## config.mk

```make
export PLATFORM = sky130hd
export DESIGN_NAME = pmic_event_response_fsm
export DESIGN_NICKNAME = d
export VERILOG_FILES = /design/src/event_response_pkg.sv /design/src/pmic_event_response_fsm.sv
export SDC_FILE = /design/constraint.sdc
export NUM_CORES = 1
export LEC_CHECK = 0
export ABC_AREA = 1
export CORE_MARGIN = 5
export CORE_UTILIZATION = 65
export CTS_BUF_LIST = sky130_fd_sc_hd__clkbuf_16
export DETAILED_ROUTE_END_ITERATION = 6
export DONT_BUFFER_PORTS = 1
export GPL_TIMING_DRIVEN = 0
export PLACE_DENSITY = 0.81
export SYNTH_ARGS = -nofsm -noshare
export SYNTH_HDL_FRONTEND = slang
export SYNTH_SLANG_ARGS = --single-unit
```

## constraint.sdc

```tcl
create_clock -name clk_sys -period 6.33 [get_ports clk_sys]
set_clock_uncertainty 0.1 [all_clocks]
set_input_delay 0 -clock clk_sys [delete_from_list [all_inputs] [get_ports clk_sys]]
set_output_delay 0 -clock clk_sys [all_outputs]
set_load 0.005 [all_outputs]
```

## src/event_response_pkg.sv

```systemverilog
// constants, types and register map of the event response block
//
// What this block does
// - first init timeout: back to active with a microcontroller reset
// - second init timeout in a row: enter fault state
// - init timeout nominally 600 ms, within 550 to 650 ms
// - bandgap warning: no state change, interrupt only
// - bandgap fault: enter fault state
// - internal supply under/overvoltage: shut down completely
// - internal supply condition gone: restart into active with reset
// - power-on class registers reset on power-on and disabled entry
// - lock-entry class resets on power-on class events and state_a entry
// - mcu-reset class resets on lock-entry events and every mcu reset
// - read-only bits return value and ignore writes
// - read-write bits store and return written value
// - protected bits read inverted, change only through unlock sequence
// - write-one-clear flags clear on 1, ignore 0, set by hardware
// - self-clearing command bits start operation, hardware clears when done
// - hardware-updated flags set by hardware regardless of software writes
// - any hard reset fault moves active to fault state
// - third hard reset fault moves fault state to state_a
package event_response_pkg;

	typedef enum logic [2:0] {
		st_off,
		st_active,
		st_fault,
		st_a,
		st_disabled
	} dev_state_type;

	// event inputs, one bit each
	typedef struct packed {
		logic wd_increment;
		logic wd_overflow;
		logic bandgap_warn;
		logic bandgap_fault;
		logic io_ov;
		logic io_uv;
		logic io_stg;
		logic prim_ot_warn;
		logic prim_ot_fault;
		logic sec_ot_warn;
		logic sec_ot_fault;
		logic mon_ot_warn;
		logic mon_ot_fault;
	} event_type;

	localparam int CLK_HZ = 10_000_000;
	localparam int INIT_MS = 600;
	localparam int INIT_MIN_MS = 550;
	localparam int INIT_MAX_MS = 650;
	localparam int FAULT_MS = 20;
	localparam int FAULT_TSD_MS = 1000;
	localparam int TRANS_MAX_US = 100;
	localparam int INIT_CYCLES = INIT_MS * (CLK_HZ / 1000);
	localparam int FAULT_CYCLES = FAULT_MS * (CLK_HZ / 1000);
	localparam int FAULT_TSD_CYCLES = FAULT_TSD_MS * (CLK_HZ / 1000);
	localparam int MCU_RESET_CYCLES = 16;
	localparam int CMD_BUSY_CYCLES = 4;

	localparam logic [1:0] HARD_FAULT_LIMIT = 2'h3;

	// register word offsets (byte address)
	localparam logic [7:0] ADDR_STATUS = 8'h00;
	localparam logic [7:0] ADDR_FAULT_FLAGS = 8'h04;
	localparam logic [7:0] ADDR_IRQ_FLAGS = 8'h08;
	localparam logic [7:0] ADDR_CONTROL = 8'h0C;
	localparam logic [7:0] ADDR_PROTECT = 8'h10;
	localparam logic [7:0] ADDR_UNLOCK = 8'h14;
	localparam logic [7:0] ADDR_COMMAND = 8'h18;

	// control fields
	localparam int CTRL_GO_DISABLED = 0;
	localparam int CTRL_GO_STATE_A = 1;
	localparam int CTRL_INIT_DONE = 2;
	// command fields
	localparam int CMD_START = 0;

	localparam logic [7:0] CONTROL_RESET = 8'h00;
	localparam logic [7:0] PROTECT_RESET = 8'h00;
	localparam logic [7:0] UNLOCK_KEY0 = 8'hAB;
	localparam logic [7:0] UNLOCK_KEY1 = 8'h54;
	localparam logic [31:0] UNMAPPED_DATA = 32'h0000_0000;

endpackage : event_response_pkg

```

## src/pmic_event_response_fsm.sv

```systemverilog
// event response state machine with its avalon-mm register file
//
// The placing of the registers and register access over Avalon-MM are this design's own decisions.
module pmic_event_response_fsm #(
	parameter int INIT_CYCLES = event_response_pkg::INIT_CYCLES,
	parameter int FAULT_CYCLES = event_response_pkg::FAULT_CYCLES,
	parameter int FAULT_TSD_CYCLES = event_response_pkg::FAULT_TSD_CYCLES
) (
	input wire logic clk_sys,
	input wire logic reset_n,
	input wire logic [7:0] avs_address,
	input wire logic avs_read,
	input wire logic avs_write,
	input wire logic [31:0] avs_writedata,
	input wire logic [3:0] avs_byteenable,
	output logic [31:0] avs_readdata,
	output logic avs_waitrequest,
	input wire event_response_pkg::event_type events,
	input wire logic internal_supply_bad,
	input wire logic thermal_shutdown,
	input wire logic enable_event,
	output logic mcu_reset_n,
	output logic interrupt_pulse,
	output logic device_on,
	output event_response_pkg::dev_state_type state
);

	// ----------------------------------------------------------------
	// reset release
	// ----------------------------------------------------------------
	logic rst_sync1_reg;
	logic rst_sync2_reg;
	wire logic rst_n = rst_sync2_reg;

	always_ff @(posedge clk_sys or negedge reset_n) begin
		if (!reset_n) begin
			rst_sync1_reg <= 1'b0;
			rst_sync2_reg <= 1'b0;
		end else begin
			rst_sync1_reg <= 1'b1;
			rst_sync2_reg <= rst_sync1_reg;
		end
	end

	// ----------------------------------------------------------------
	// bus decode
	// ----------------------------------------------------------------
	logic ack_reg;
	wire logic req = (avs_read || avs_write) && !ack_reg;
	// writes land on the edge that ends the wait, never on the first edge
	wire logic wr = avs_write && ack_reg;
	wire logic be0 = avs_byteenable[0];
	wire logic hit_ctrl = wr && be0 && (avs_address == event_response_pkg::ADDR_CONTROL);
	wire logic hit_fflag = wr && be0 && (avs_address == event_response_pkg::ADDR_FAULT_FLAGS);
	wire logic hit_iflag = wr && be0 && (avs_address == event_response_pkg::ADDR_IRQ_FLAGS);
	wire logic hit_unlock = wr && be0 && (avs_address == event_response_pkg::ADDR_UNLOCK);
	wire logic hit_cmd = wr && be0 && (avs_address == event_response_pkg::ADDR_COMMAND);
	wire logic [7:0] wdat = avs_writedata[7:0];
	// one wait cycle: request taken, answer on the next edge
	assign avs_waitrequest = (avs_read || avs_write) && !ack_reg;

	// ----------------------------------------------------------------
	// event classification
	// ----------------------------------------------------------------
	event_response_pkg::event_type ev;
	assign ev = events;
	wire logic init_expired;
	logic init_miss_reg;
	wire logic hard_fault = ev.bandgap_fault || ev.io_ov || ev.io_stg
		|| ev.prim_ot_fault || ev.sec_ot_fault || ev.mon_ot_fault
		|| (init_expired && init_miss_reg);
	wire logic soft_reset = ev.wd_overflow || ev.io_uv
		|| (init_expired && !init_miss_reg);
	wire logic warn_only = ev.wd_increment || ev.bandgap_warn || ev.prim_ot_warn
		|| ev.sec_ot_warn || ev.mon_ot_warn;
	wire logic ot_fault = ev.prim_ot_fault || ev.sec_ot_fault || ev.mon_ot_fault;

	// ----------------------------------------------------------------
	// state machine
	// ----------------------------------------------------------------
	event_response_pkg::dev_state_type state_reg, state_next;
	logic [1:0] hard_count_reg;
	logic [31:0] timer_reg;
	logic tsd_reg;
	logic [7:0] control_reg;
	logic [4:0] rst_cnt_reg;
	wire logic in_active = (state_reg == event_response_pkg::st_active);
	wire logic in_fault = (state_reg == event_response_pkg::st_fault);
	wire logic fault_done = in_fault && (timer_reg == 32'h0000_0000);
	wire logic third_fault = in_fault && (hard_count_reg == event_response_pkg::HARD_FAULT_LIMIT);
	wire logic init_done = control_reg[event_response_pkg::CTRL_INIT_DONE];
	wire logic init_running = in_active && !init_done && (rst_cnt_reg == 5'h00);
	assign init_expired = init_running && (timer_reg == 32'h0000_0000);

	always_comb begin
		state_next = state_reg;
		case (state_reg)
			event_response_pkg::st_off: begin
				if (!internal_supply_bad) state_next = event_response_pkg::st_active;
			end
			event_response_pkg::st_active: begin
				if (hard_fault) state_next = event_response_pkg::st_fault;
				else if (control_reg[event_response_pkg::CTRL_GO_DISABLED])
					state_next = event_response_pkg::st_disabled;
				else if (control_reg[event_response_pkg::CTRL_GO_STATE_A])
					state_next = event_response_pkg::st_a;
			end
			event_response_pkg::st_fault: begin
				if (third_fault) state_next = event_response_pkg::st_a;
				else if (fault_done) state_next = event_response_pkg::st_active;
			end
			event_response_pkg::st_a,
			event_response_pkg::st_disabled: begin
				if (enable_event) state_next = event_response_pkg::st_active;
			end
			default: state_next = event_response_pkg::st_off;
		endcase
		if (internal_supply_bad) state_next = event_response_pkg::st_off;
	end

	wire logic enter_active = (state_next == event_response_pkg::st_active) && !in_active;
	// a reset-type event restarts the microcontroller without leaving active
	wire logic gen_mcu_reset = enter_active
		|| (in_active && soft_reset && state_next == event_response_pkg::st_active);
	wire logic enter_state_a = (state_next == event_response_pkg::st_a)
		&& (state_reg != event_response_pkg::st_a);
	wire logic enter_disabled = (state_next == event_response_pkg::st_disabled)
		&& (state_reg != event_response_pkg::st_disabled);
	wire logic clr_class0 = enter_disabled;
	wire logic clr_class1 = clr_class0 || enter_state_a;
	wire logic clr_class2 = clr_class1 || gen_mcu_reset;

	always_ff @(posedge clk_sys or negedge rst_n) begin
		if (!rst_n) begin
			state_reg <= event_response_pkg::st_active;
		end else begin
			state_reg <= state_next;
		end
	end

	// dwell / init timer; reloads on fault entry, on active entry and on mcu reset
	always_ff @(posedge clk_sys or negedge rst_n) begin
		if (!rst_n) begin
			timer_reg <= 32'(INIT_CYCLES - 1);
			tsd_reg <= 1'b0;
		end else if (state_next == event_response_pkg::st_fault && !in_fault) begin
			timer_reg <= (thermal_shutdown || ot_fault) ? 32'(FAULT_TSD_CYCLES - 1)
				: 32'(FAULT_CYCLES - 1);
			tsd_reg <= thermal_shutdown || ot_fault;
		end else if (gen_mcu_reset) begin
			timer_reg <= 32'(INIT_CYCLES - 1);
		end else if (timer_reg != 32'h0000_0000 && (in_fault || init_running)) begin
			timer_reg <= timer_reg - 32'h0000_0001;
		end
	end

	// consecutive init misses and hard fault counter
	always_ff @(posedge clk_sys or negedge rst_n) begin
		if (!rst_n) begin
			init_miss_reg <= 1'b0;
			hard_count_reg <= 2'h0;
		end else begin
			if (init_expired) init_miss_reg <= ~init_miss_reg;
			else if (in_active && init_done) init_miss_reg <= 1'b0;
			if (enter_state_a || enter_disabled) hard_count_reg <= 2'h0;
			else if (in_active && hard_fault) hard_count_reg <= hard_count_reg + 2'h1;
		end
	end

	// microcontroller reset pulse, held low outside active
	always_ff @(posedge clk_sys or negedge rst_n) begin
		if (!rst_n) begin
			rst_cnt_reg <= 5'(event_response_pkg::MCU_RESET_CYCLES);
		end else if (gen_mcu_reset || !in_active) begin
			rst_cnt_reg <= 5'(event_response_pkg::MCU_RESET_CYCLES);
		end else if (rst_cnt_reg != 5'h00) begin
			rst_cnt_reg <= rst_cnt_reg - 5'h01;
		end
	end

	// ----------------------------------------------------------------
	// registers
	// ----------------------------------------------------------------
	logic [7:0] fault_flags_reg;
	logic [7:0] irq_flags_reg;
	logic [7:0] protect_reg;
	logic [1:0] unlock_step_reg;
	logic cmd_busy_reg;
	logic [2:0] cmd_cnt_reg;
	wire logic [7:0] fault_set = {2'h0, ev.mon_ot_fault, ev.sec_ot_fault, ev.prim_ot_fault,
		ev.io_stg | ev.io_ov, ev.bandgap_fault, init_expired & init_miss_reg};
	wire logic [7:0] irq_set = {3'h0, ev.mon_ot_warn | ev.sec_ot_warn | ev.prim_ot_warn,
		ev.bandgap_warn, ev.wd_increment, ev.wd_overflow | ev.io_uv, init_expired};

	// fault flags belong to the power-on class, irq flags to lock entry
	always_ff @(posedge clk_sys or negedge rst_n) begin
		if (!rst_n) begin
			fault_flags_reg <= 8'h00;
			irq_flags_reg <= 8'h00;
		end else begin
			if (clr_class0) fault_flags_reg <= fault_set;
			else fault_flags_reg <= (fault_flags_reg & ~(hit_fflag ? wdat : 8'h00))
				| fault_set;
			if (clr_class1) irq_flags_reg <= irq_set;
			else irq_flags_reg <= (irq_flags_reg & ~(hit_iflag ? wdat : 8'h00))
				| irq_set;
		end
	end

	// control is lock-entry class; state requests self-clear once acted on
	always_ff @(posedge clk_sys or negedge rst_n) begin
		if (!rst_n) begin
			control_reg <= event_response_pkg::CONTROL_RESET;
		end else if (clr_class1) begin
			control_reg <= event_response_pkg::CONTROL_RESET;
		end else if (hit_ctrl) begin
			control_reg <= wdat;
		end else if (gen_mcu_reset) begin
			control_reg[event_response_pkg::CTRL_INIT_DONE] <= 1'b0;
		end
	end

	// protected byte: two-key unlock, then one write; mcu-reset class
	always_ff @(posedge clk_sys or negedge rst_n) begin
		if (!rst_n) begin
			protect_reg <= event_response_pkg::PROTECT_RESET;
			unlock_step_reg <= 2'h0;
		end else if (clr_class2) begin
			protect_reg <= event_response_pkg::PROTECT_RESET;
			unlock_step_reg <= 2'h0;
		end else if (hit_unlock) begin
			if (unlock_step_reg == 2'h2) begin
				protect_reg <= wdat;
				unlock_step_reg <= 2'h0;
			end else if (unlock_step_reg == 2'h0 && wdat == event_response_pkg::UNLOCK_KEY0) begin
				unlock_step_reg <= 2'h1;
			end else if (unlock_step_reg == 2'h1 && wdat == event_response_pkg::UNLOCK_KEY1) begin
				unlock_step_reg <= 2'h2;
			end else begin
				unlock_step_reg <= 2'h0;
			end
		end
	end

	// self-clearing command: busy for a fixed count then drops
	always_ff @(posedge clk_sys or negedge rst_n) begin
		if (!rst_n) begin
			cmd_busy_reg <= 1'b0;
			cmd_cnt_reg <= 3'h0;
		end else if (clr_class2) begin
			cmd_busy_reg <= 1'b0;
			cmd_cnt_reg <= 3'h0;
		end else if (hit_cmd && wdat[event_response_pkg::CMD_START] && !cmd_busy_reg) begin
			cmd_busy_reg <= 1'b1;
			cmd_cnt_reg <= 3'(event_response_pkg::CMD_BUSY_CYCLES - 1);
		end else if (cmd_busy_reg) begin
			if (cmd_cnt_reg == 3'h0) cmd_busy_reg <= 1'b0;
			else cmd_cnt_reg <= cmd_cnt_reg - 3'h1;
		end
	end

	// ----------------------------------------------------------------
	// read path
	// ----------------------------------------------------------------
	wire logic [7:0] status_val = {tsd_reg, init_miss_reg, hard_count_reg, 1'b0, state_reg};
	logic [31:0] rd_mux;
	always_comb begin
		if (avs_address == event_response_pkg::ADDR_STATUS) rd_mux = {24'h0, status_val};
		else if (avs_address == event_response_pkg::ADDR_FAULT_FLAGS) rd_mux = {24'h0, fault_flags_reg};
		else if (avs_address == event_response_pkg::ADDR_IRQ_FLAGS) rd_mux = {24'h0, irq_flags_reg};
		else if (avs_address == event_response_pkg::ADDR_CONTROL) rd_mux = {24'h0, control_reg};
		else if (avs_address == event_response_pkg::ADDR_PROTECT) rd_mux = {24'h0, ~protect_reg};
		else if (avs_address == event_response_pkg::ADDR_UNLOCK) rd_mux = {30'h0, unlock_step_reg};
		else if (avs_address == event_response_pkg::ADDR_COMMAND) rd_mux = {31'h0, cmd_busy_reg};
		else rd_mux = event_response_pkg::UNMAPPED_DATA;
	end

	always_ff @(posedge clk_sys or negedge rst_n) begin
		if (!rst_n) begin
			ack_reg <= 1'b0;
			avs_readdata <= 32'h0000_0000;
		end else begin
			ack_reg <= req;
			if (req && avs_read) avs_readdata <= rd_mux;
		end
	end

	// ----------------------------------------------------------------
	// outputs
	// ----------------------------------------------------------------
	logic irq_reg;
	always_ff @(posedge clk_sys or negedge rst_n) begin
		if (!rst_n) irq_reg <= 1'b0;
		else irq_reg <= warn_only && in_active;
	end
	assign interrupt_pulse = irq_reg;
	assign mcu_reset_n = in_active && (rst_cnt_reg == 5'h00);
	assign device_on = (state_reg != event_response_pkg::st_off);
	assign state = state_reg;

endmodule : pmic_event_response_fsm

```

# After elaboration in Yosys (flattened, before gate mapping)
# Cells that the tools add are included.
[word_totals]
inputBits = 64
ff_bits = 118
word_cells = 187
output_inout_bits = 39
[classes]
eq_ne = 22
addsub = 4
muxes = 50
reduce_logical = 79
n_bitwise = 13
[ops]
columns = ["operator", "n"]
rows = [
  ["$mux W32", 7],
  ["$mux W8", 9],
  ["$mux W3", 11],
  ["$logic_not A32 Y1", 1],
  ["$reduce_bool A32 Y1", 1],
  ["$sub A32 B1 Y32 const B", 1],
  ["$logic_and A1 B1 Y1", 31],
  ["$eq A8 B5 Y1 const B", 3],
  ["$mux W24", 1],
  ["$not A8 Y8", 3],
  ["$logic_or A1 B1 Y1", 21],
  ["$mux W2", 9],
  ["$and A8 B8 Y8", 2],
  ["$eq A8 B4 Y1 const B", 2],
  ["$mux W5", 3],
  ["$eq A3 B2 Y1 const B", 4],
  ["$pmux W3 S4", 1],
  ["$reduce_bool A2 Y1", 6],
  ["$reduce_bool A3 Y1", 4],
  ["$mux W1", 9],
  ["$eq A8 B3 Y1 const B", 1],
  ["$eq A8 B7 Y1 const B", 1],
  ["$eq A8 B8 Y1 const B", 1],
  ["$logic_not A8 Y1", 1],
  ["21 further kinds", 35],
]

# Depth between registers and ports, before layout
[logic_depth]
depth_word = 15
ltp_mapped = 18
mapped_depth_nobuf = 17

# Worst setup path after synthesis
# OpenSTA, ideal clock, no wires.
[synth_timing]
path_type = "reg2reg"
startpoint = "register timer_reg[0]"
endpoint = "register timer_reg[23]"
slack_ps = 4169
n_path_buf = 1
t_required_ps = 6114
synth_period_minus_slack_ps = 2161
setup_time_ps = 116
arrival_time_ps = 1945
path_stages_with_launch = 18
path_cell_list = "dfstp_2 inv_1 ha_1 nand2_1 nor2_1 nand2_1 nor2_1 nand2_1 nand2_1 nand2_1 nand2_1 nor2_1 nand4_2 nand3_2 inv_2 buf_4 nand2_1 nand2_1"
[synth_between]
elab_chain_cells = 12
elab_cells_between_ends = 26
cone_classes = "1 x add/sub; 2 x eq/ne; 8 x mux; 15 x reduce/logical"
[synth_lines]
columns = ["item", "line", "text"]
rows = [
  ["start: declaration", "pmic_event_response_fsm.sv:83", "logic [31:0] timer_reg;"],
  ["start signal: assignment", "pmic_event_response_fsm.sv:144", "timer_reg <= 32'(INIT_CYCLES - 1);"],
  ["start signal: assignment", "pmic_event_response_fsm.sv:147", "timer_reg <= (thermal_shutdown || ot_fault) ? 32'(FAULT_TSD_CYCLES - 1)"],
  ["start signal: assignment", "pmic_event_response_fsm.sv:151", "timer_reg <= 32'(INIT_CYCLES - 1);"],
  ["$logic_not A32 Y1", "pmic_event_response_fsm.sv:89, pmic_event_response_fsm.sv:93", ""],
  ["$logic_and A1 B1 Y1", "pmic_event_response_fsm.sv:93", "assign init_expired = init_running && (timer_reg == 32'h0000_0000);"],
  ["$logic_and A1 B1 Y1", "pmic_event_response_fsm.sv:71", "|| (init_expired && init_miss_reg);"],
  ["$logic_or A1 B1 Y1", "pmic_event_response_fsm.sv:71", ""],
  ["$mux W3", "pmic_event_response_fsm.sv:102", "if (hard_fault) state_next = event_response_pkg::st_fault;"],
  ["$pmux W3 S4", "pmic_event_response_fsm.sv:97", "case (state_reg)"],
  ["$mux W3", "pmic_event_response_fsm.sv:118", "if (internal_supply_bad) state_next = event_response_pkg::st_off;"],
  ["$eq A3 B1 Y1", "pmic_event_response_fsm.sv:121, pmic_event_response_fsm.sv:124", ""],
  ["$logic_and A1 B1 Y1 (on tied branches)", "pmic_event_response_fsm.sv:121, pmic_event_response_fsm.sv:124", ""],
  ["$logic_or A1 B1 Y1", "pmic_event_response_fsm.sv:124", "|| (in_active && soft_reset && state_next == event_response_pkg::st_active);"],
  ["$mux W32", "pmic_event_response_fsm.sv:150", "end else if (gen_mcu_reset) begin"],
  ["$mux W32", "pmic_event_response_fsm.sv:146", "end else if (state_next == event_response_pkg::st_fault && !in_fault) begin"],
]
# Several ways; a longest one is shown, not always the timed one. The select of a mux whose other input is x is not followed.
# A chain may end at the register's enable or synchronous reset.

# Worst setup path in the final report
[layout_timing]
startpoint = "register rst_cnt_reg[0]"
endpoint = "register irq_flags_reg[4]"
[layout_between]
elab_chain_cells = 12
elab_cells_between_ends = 14
cone_classes = "2 x eq/ne; 4 x mux; 8 x reduce/logical"
[layout_lines]
columns = ["item", "line", "text"]
rows = [
  ["start: declaration", "pmic_event_response_fsm.sv:86", "logic [4:0] rst_cnt_reg;"],
  ["start signal: assignment", "pmic_event_response_fsm.sv:173", "rst_cnt_reg <= 5'(event_response_pkg::MCU_RESET_CYCLES);"],
  ["start signal: assignment", "pmic_event_response_fsm.sv:175", "rst_cnt_reg <= 5'(event_response_pkg::MCU_RESET_CYCLES);"],
  ["start signal: assignment", "pmic_event_response_fsm.sv:177", "rst_cnt_reg <= rst_cnt_reg - 5'h01;"],
  ["$logic_not A5 Y1 (*)", "pmic_event_response_fsm.sv:92", "wire logic init_running = in_active && !init_done && (rst_cnt_reg == 5'h00);"],
  ["$logic_and A1 B1 Y1 (*)", "pmic_event_response_fsm.sv:92", ""],
  ["$logic_and A1 B1 Y1 (*)", "pmic_event_response_fsm.sv:93", ""],
  ["$logic_and A1 B1 Y1 (*)", "pmic_event_response_fsm.sv:71", ""],
  ["$logic_or A1 B1 Y1 (*)", "pmic_event_response_fsm.sv:71", ""],
  ["$mux W3 (*)", "pmic_event_response_fsm.sv:102", ""],
  ["$pmux W3 S4 (*)", "pmic_event_response_fsm.sv:97", ""],
  ["$mux W3 (*)", "pmic_event_response_fsm.sv:118", ""],
  ["$eq A3 B2 Y1 or $eq A3 B3 Y1 (tied branches)", "pmic_event_response_fsm.sv:125, pmic_event_response_fsm.sv:127", ""],
  ["$logic_and A1 B1 Y1 (on tied branches)", "pmic_event_response_fsm.sv:126, pmic_event_response_fsm.sv:128", ""],
  ["$logic_or A1 B1 Y1 (*)", "pmic_event_response_fsm.sv:130", "wire logic clr_class1 = clr_class0 || enter_state_a;"],
  ["$mux W8 (*)", "pmic_event_response_fsm.sv:204", "if (clr_class1) irq_flags_reg <= irq_set;"],
  ["end signal: assignment", "pmic_event_response_fsm.sv:204", ""],
  ["end signal: assignment", "pmic_event_response_fsm.sv:205", "else irq_flags_reg <= (irq_flags_reg & ~(hit_iflag ? wdat : 8'h00))"],
  ["end: declaration", "pmic_event_response_fsm.sv:185", "logic [7:0] irq_flags_reg;"],
]
# Every way passes the cells marked *; elsewhere a longest branch is shown, timed or not.

==> results list <==
- Peak per-stage delay on the critical path: between 0.5 and 0.6 ns
- Fraction of final layout cells with drive strength greater than 1: between 10% and 20%
- After clock tree synthesis, the clock-pin slew on the worst setup and hold paths is about 0.07 ns.
* List of cells traversed by the critical path: inv_1 > ha_1 > nand3b_1 > nor3_1 > nand3_2 > nand2_2 > nand2_2 > nand2_2 > nand2_1 > nor2_2 > nor2_8 > inv_2 > o21ai_0 > dlygate4sd3_1
- Core area: 8593 um^2
- The tool flagged a number of max-cap violations equal to 0.
- DRC: 0
* Die Height: ~100 um
- Peak supply drop: 0.2505 mV
* Data required time at the worst endpoint: between 6 and 7 ns
- Total Negative Setup Slacks: 0 ns
* Leakage Power: roughly 0.0033 uW
* Final Net Count: approximately 900
- Across all layers, the routed design uses ~5.2k vias.
* Path type of the worst min-delay path: in2reg
- Using the TritonRoute via totals, the vias-per-cell ratio works out to about 5.6.
* Starting utilization of the core area: about two thirds
* # diodes: 0
- Pin count of the biggest net entering global routing: 56
- Quantity of hold-fixing buffers added after cts: 31
- Dividing the detail-routed wire length by the instance count gives ~16 um.
- First-iteration detailed-routing DRC count: around 380
- The number of clock buffers added by TritonCTS is 9.
- For the worst setup path, the data arrival time is between 3 and 4 ns.
- Number of buffer and inverter instances along the worst setup path: 3
* Area leader, netlist: dfrtp_1
- Compared with the post-synthesis result, the final layout area differs by 15.19%.
- Routability congestion estimate: between 1 and 1.5
- Dividing total power by cell area gives a power density of ~290 nW/um^2.
- Sequential-to-total area share from yosys stat: between 40% and 50%
* Number of buffers on the longest clock path: 2
- At the later pin of the worst-skew pair, clock insertion delay measures 0.34 ns.
- Headroom to the max-slew limit came out at between 30% and 40%.
* Number of buffers inserted by post-CTS setup repair: 0
- Clock tree from TritonCTS: yes
* Detailed-placement wirelength estimate: between 10000 and 15000 um
* Kind of critical path: reg2reg
- The worst setup path is captured at a register.
- In this run the clock root is driven by a clkbuf_16.
* Period minus WS final: a little over 3 ns
* Share of the synthesized area in compound gates (AO/OA/AOI/OAI): a little under a tenth
* Count of boundary I/O pins: approximately 100
* GRT Resource Usage Total: around 29%
- Static timing analysis puts the maximum clock frequency at around 320 MHz.
* First-pass detailed-route iteration total: 5
- Synthesis-stage register bit count: 94
- Setup violations remaining at the end of the flow were counted as 0.
- Cells fill 75.96% of the core in the end.
- The number of global-route vias before repair is 5169.
- Number of clock sinks: between 90 and 100
* Number of antenna violations at the first check in global routing: 0
- Total Die Area: approximately 11000 um^2
* Post-synthesis cell type count: roughly 40
- Average size of a mapped cell: around 7.6 um^2
* Largest fanout of any net on the critical path: 10
- The first global-routing pass estimated between 20000 and 25000 um of wire.
- During synthesis, Yosys emitted a total of 0 warnings.
* Remaining antenna violation count: 0
- Among cell families on the critical path, the largest total delay comes from simple AND/OR/NAND/NOR gates.
- Basic-gate share of the synthesized area counting and, or, nand and nor cells: between 20% and 30%
* Congestion Overflow GR: 0
- Cell occurring most often along the worst timing path: nand2_2
* Fraction of synthesized area in multiplexers: 0%
- Port buffering added 0 buffers.
- Combinational family with the most area after synthesis: simple AND/OR/NAND/NOR gates
* Flip-flop count of the largest register after layout: 32
- The synthesized design devotes to its leading area cell type around a third of total area.
- Adder-cell share of the synthesized area: 1.546%
- Of the total synthesized cell area, the portion taken by XOR and XNOR cells is between 4 and 5%.
- The number of gates resized after CTS was 0.
* Post-Syn Instances: 750
- By area the synthesized netlist is led by dfrtp_1, nand2_1, dfstp_2.
- Cell row count: 34
- In the finished design, the share of the clock period the worst path needs comes to between 40% and 50%.
- The total count of hold-check failures in the final report came to 0.
- Result of the run: completed
- Wire length reported by the detailed router: roughly 15000 um
- Summing every instance area after synthesis gives ~5700 um^2.
* Most used cells in the layout excluding fill and tap cells: nand2_1, inv_1, nor2_1
- Category of the worst setup path launch point: register
* Unrepaired setup endpoints after global routing: false
- CTS H-tree lvls: 3
- The library cell used most frequently in the layout, excluding fill and tap cells, is nand2_1.
* Actual slew at the worst max-slew pin: 0.9038 ns
- The floorplan step set the die width to approximately 100 um.
* Max-slew violation count: 0
- Slowest-stage cell, CP: dlygate4sd3_1
[cell usage after synthesis (all sizes together)]
library cell    n
and3            1
o221ai          1
nor4            6
conb            2
a221oi          6
dfstp          18
a211oi          1
nand3b          4
o211ai          3
o31ai           1
nand2         160
o2bb2ai         2
buf            33
o21ai          41
clkbuf          1
or2            10
inv           123
a21oi          23
or4             1
nand3          57
o22ai           7
nor2          100
nor3           20
ha              7
nand4          14
xor2           28
xnor2           4
dfrtp          76
[worst min-delay path: cells and delay by family]
family             cells  cell delay (ns)
AOI/OAI and AO/OA      1             0.21
and+or+nand+nor        3             0.22
[cell type report]
type | count | area (um^2)
multi-input combinational | 522 | 2661
sequential | 94 | 2379
fill | 630 | 2066
inverter | 123 | 461.7
timing repair buffer | 32 | 337.8
buffer | 34 | 255.2
clock buffer | 9 | 225.2
tap | 108 | 135.1
clock inverter | 7 | 72.57
[path summary, 6_finish.rpt]
kind,startpoint,to,slack [ns],cells past startpoint
max reg2reg,rst_cnt_reg[0],irq_flags_reg[4],3.23,14
min reg2reg,rst_n,cmd_cnt_reg[1],0.21,0
max in group asynchronous,rst_n,timer_reg[8],5.25,1
max,rst_cnt_reg[0],irq_flags_reg[4],3.23,14
min in group asynchronous,rst_n,cmd_cnt_reg[1],0.21,0
min,avs_address[0],avs_readdata[3],0.02,4
[cells by family after synthesis]
| kind of cell | Yosys count |
|---|---|
| AND/OR/NAND/NOR | 373 |
| buffers and inverters | 157 |
| flip-flops | 94 |
| AO/OA/AOI/OAI | 85 |
| XOR/XNOR | 32 |
| adder cells (fa/ha/maj) | 7 |
| other | 2 |
[routing by layer]
metal | GRT usage (%) | routed length, um | vias to the layer above | share of wire, %
met3 | 3.689 | 1042 | 52 | 7.0
met2 | 51.32 | 7580 | 250 | 51
met4 | 12.85 | 497 | 0 | 3.3
li1 | - | - | 2465 | -
met5 | 0 | 0 | - | 0
met1 | 34.61 | 5716 | 2439 | 39
[metrics by stage]
stage | setup slack [ns] | hold slack, ns | instance area, um^2 | instances | power, uW
after floorplan | 3.449 | -0.3956 | 5753 | 773 | 1198
after global placement | 2.454 | -0.3955 | 5888 | 881 | 1296
after detailed placement | 3.670 | -0.3955 | 5919 | 882 | 1330
after CTS | 3.284 | 0.02020 | 6528 | 929 | 1895
after global routing | 3.027 | 0.07968 | 6528 | 929 | 2007
final | 3.230 | 0.02178 | 6528 | 929 | 1902
[report_power, final]
group          switching, uW  internal (uW)
Sequential              89.5            709
Combinational            350            204
Clock                    243            307
No activity file was read; power rests on OpenSTA's default activity.
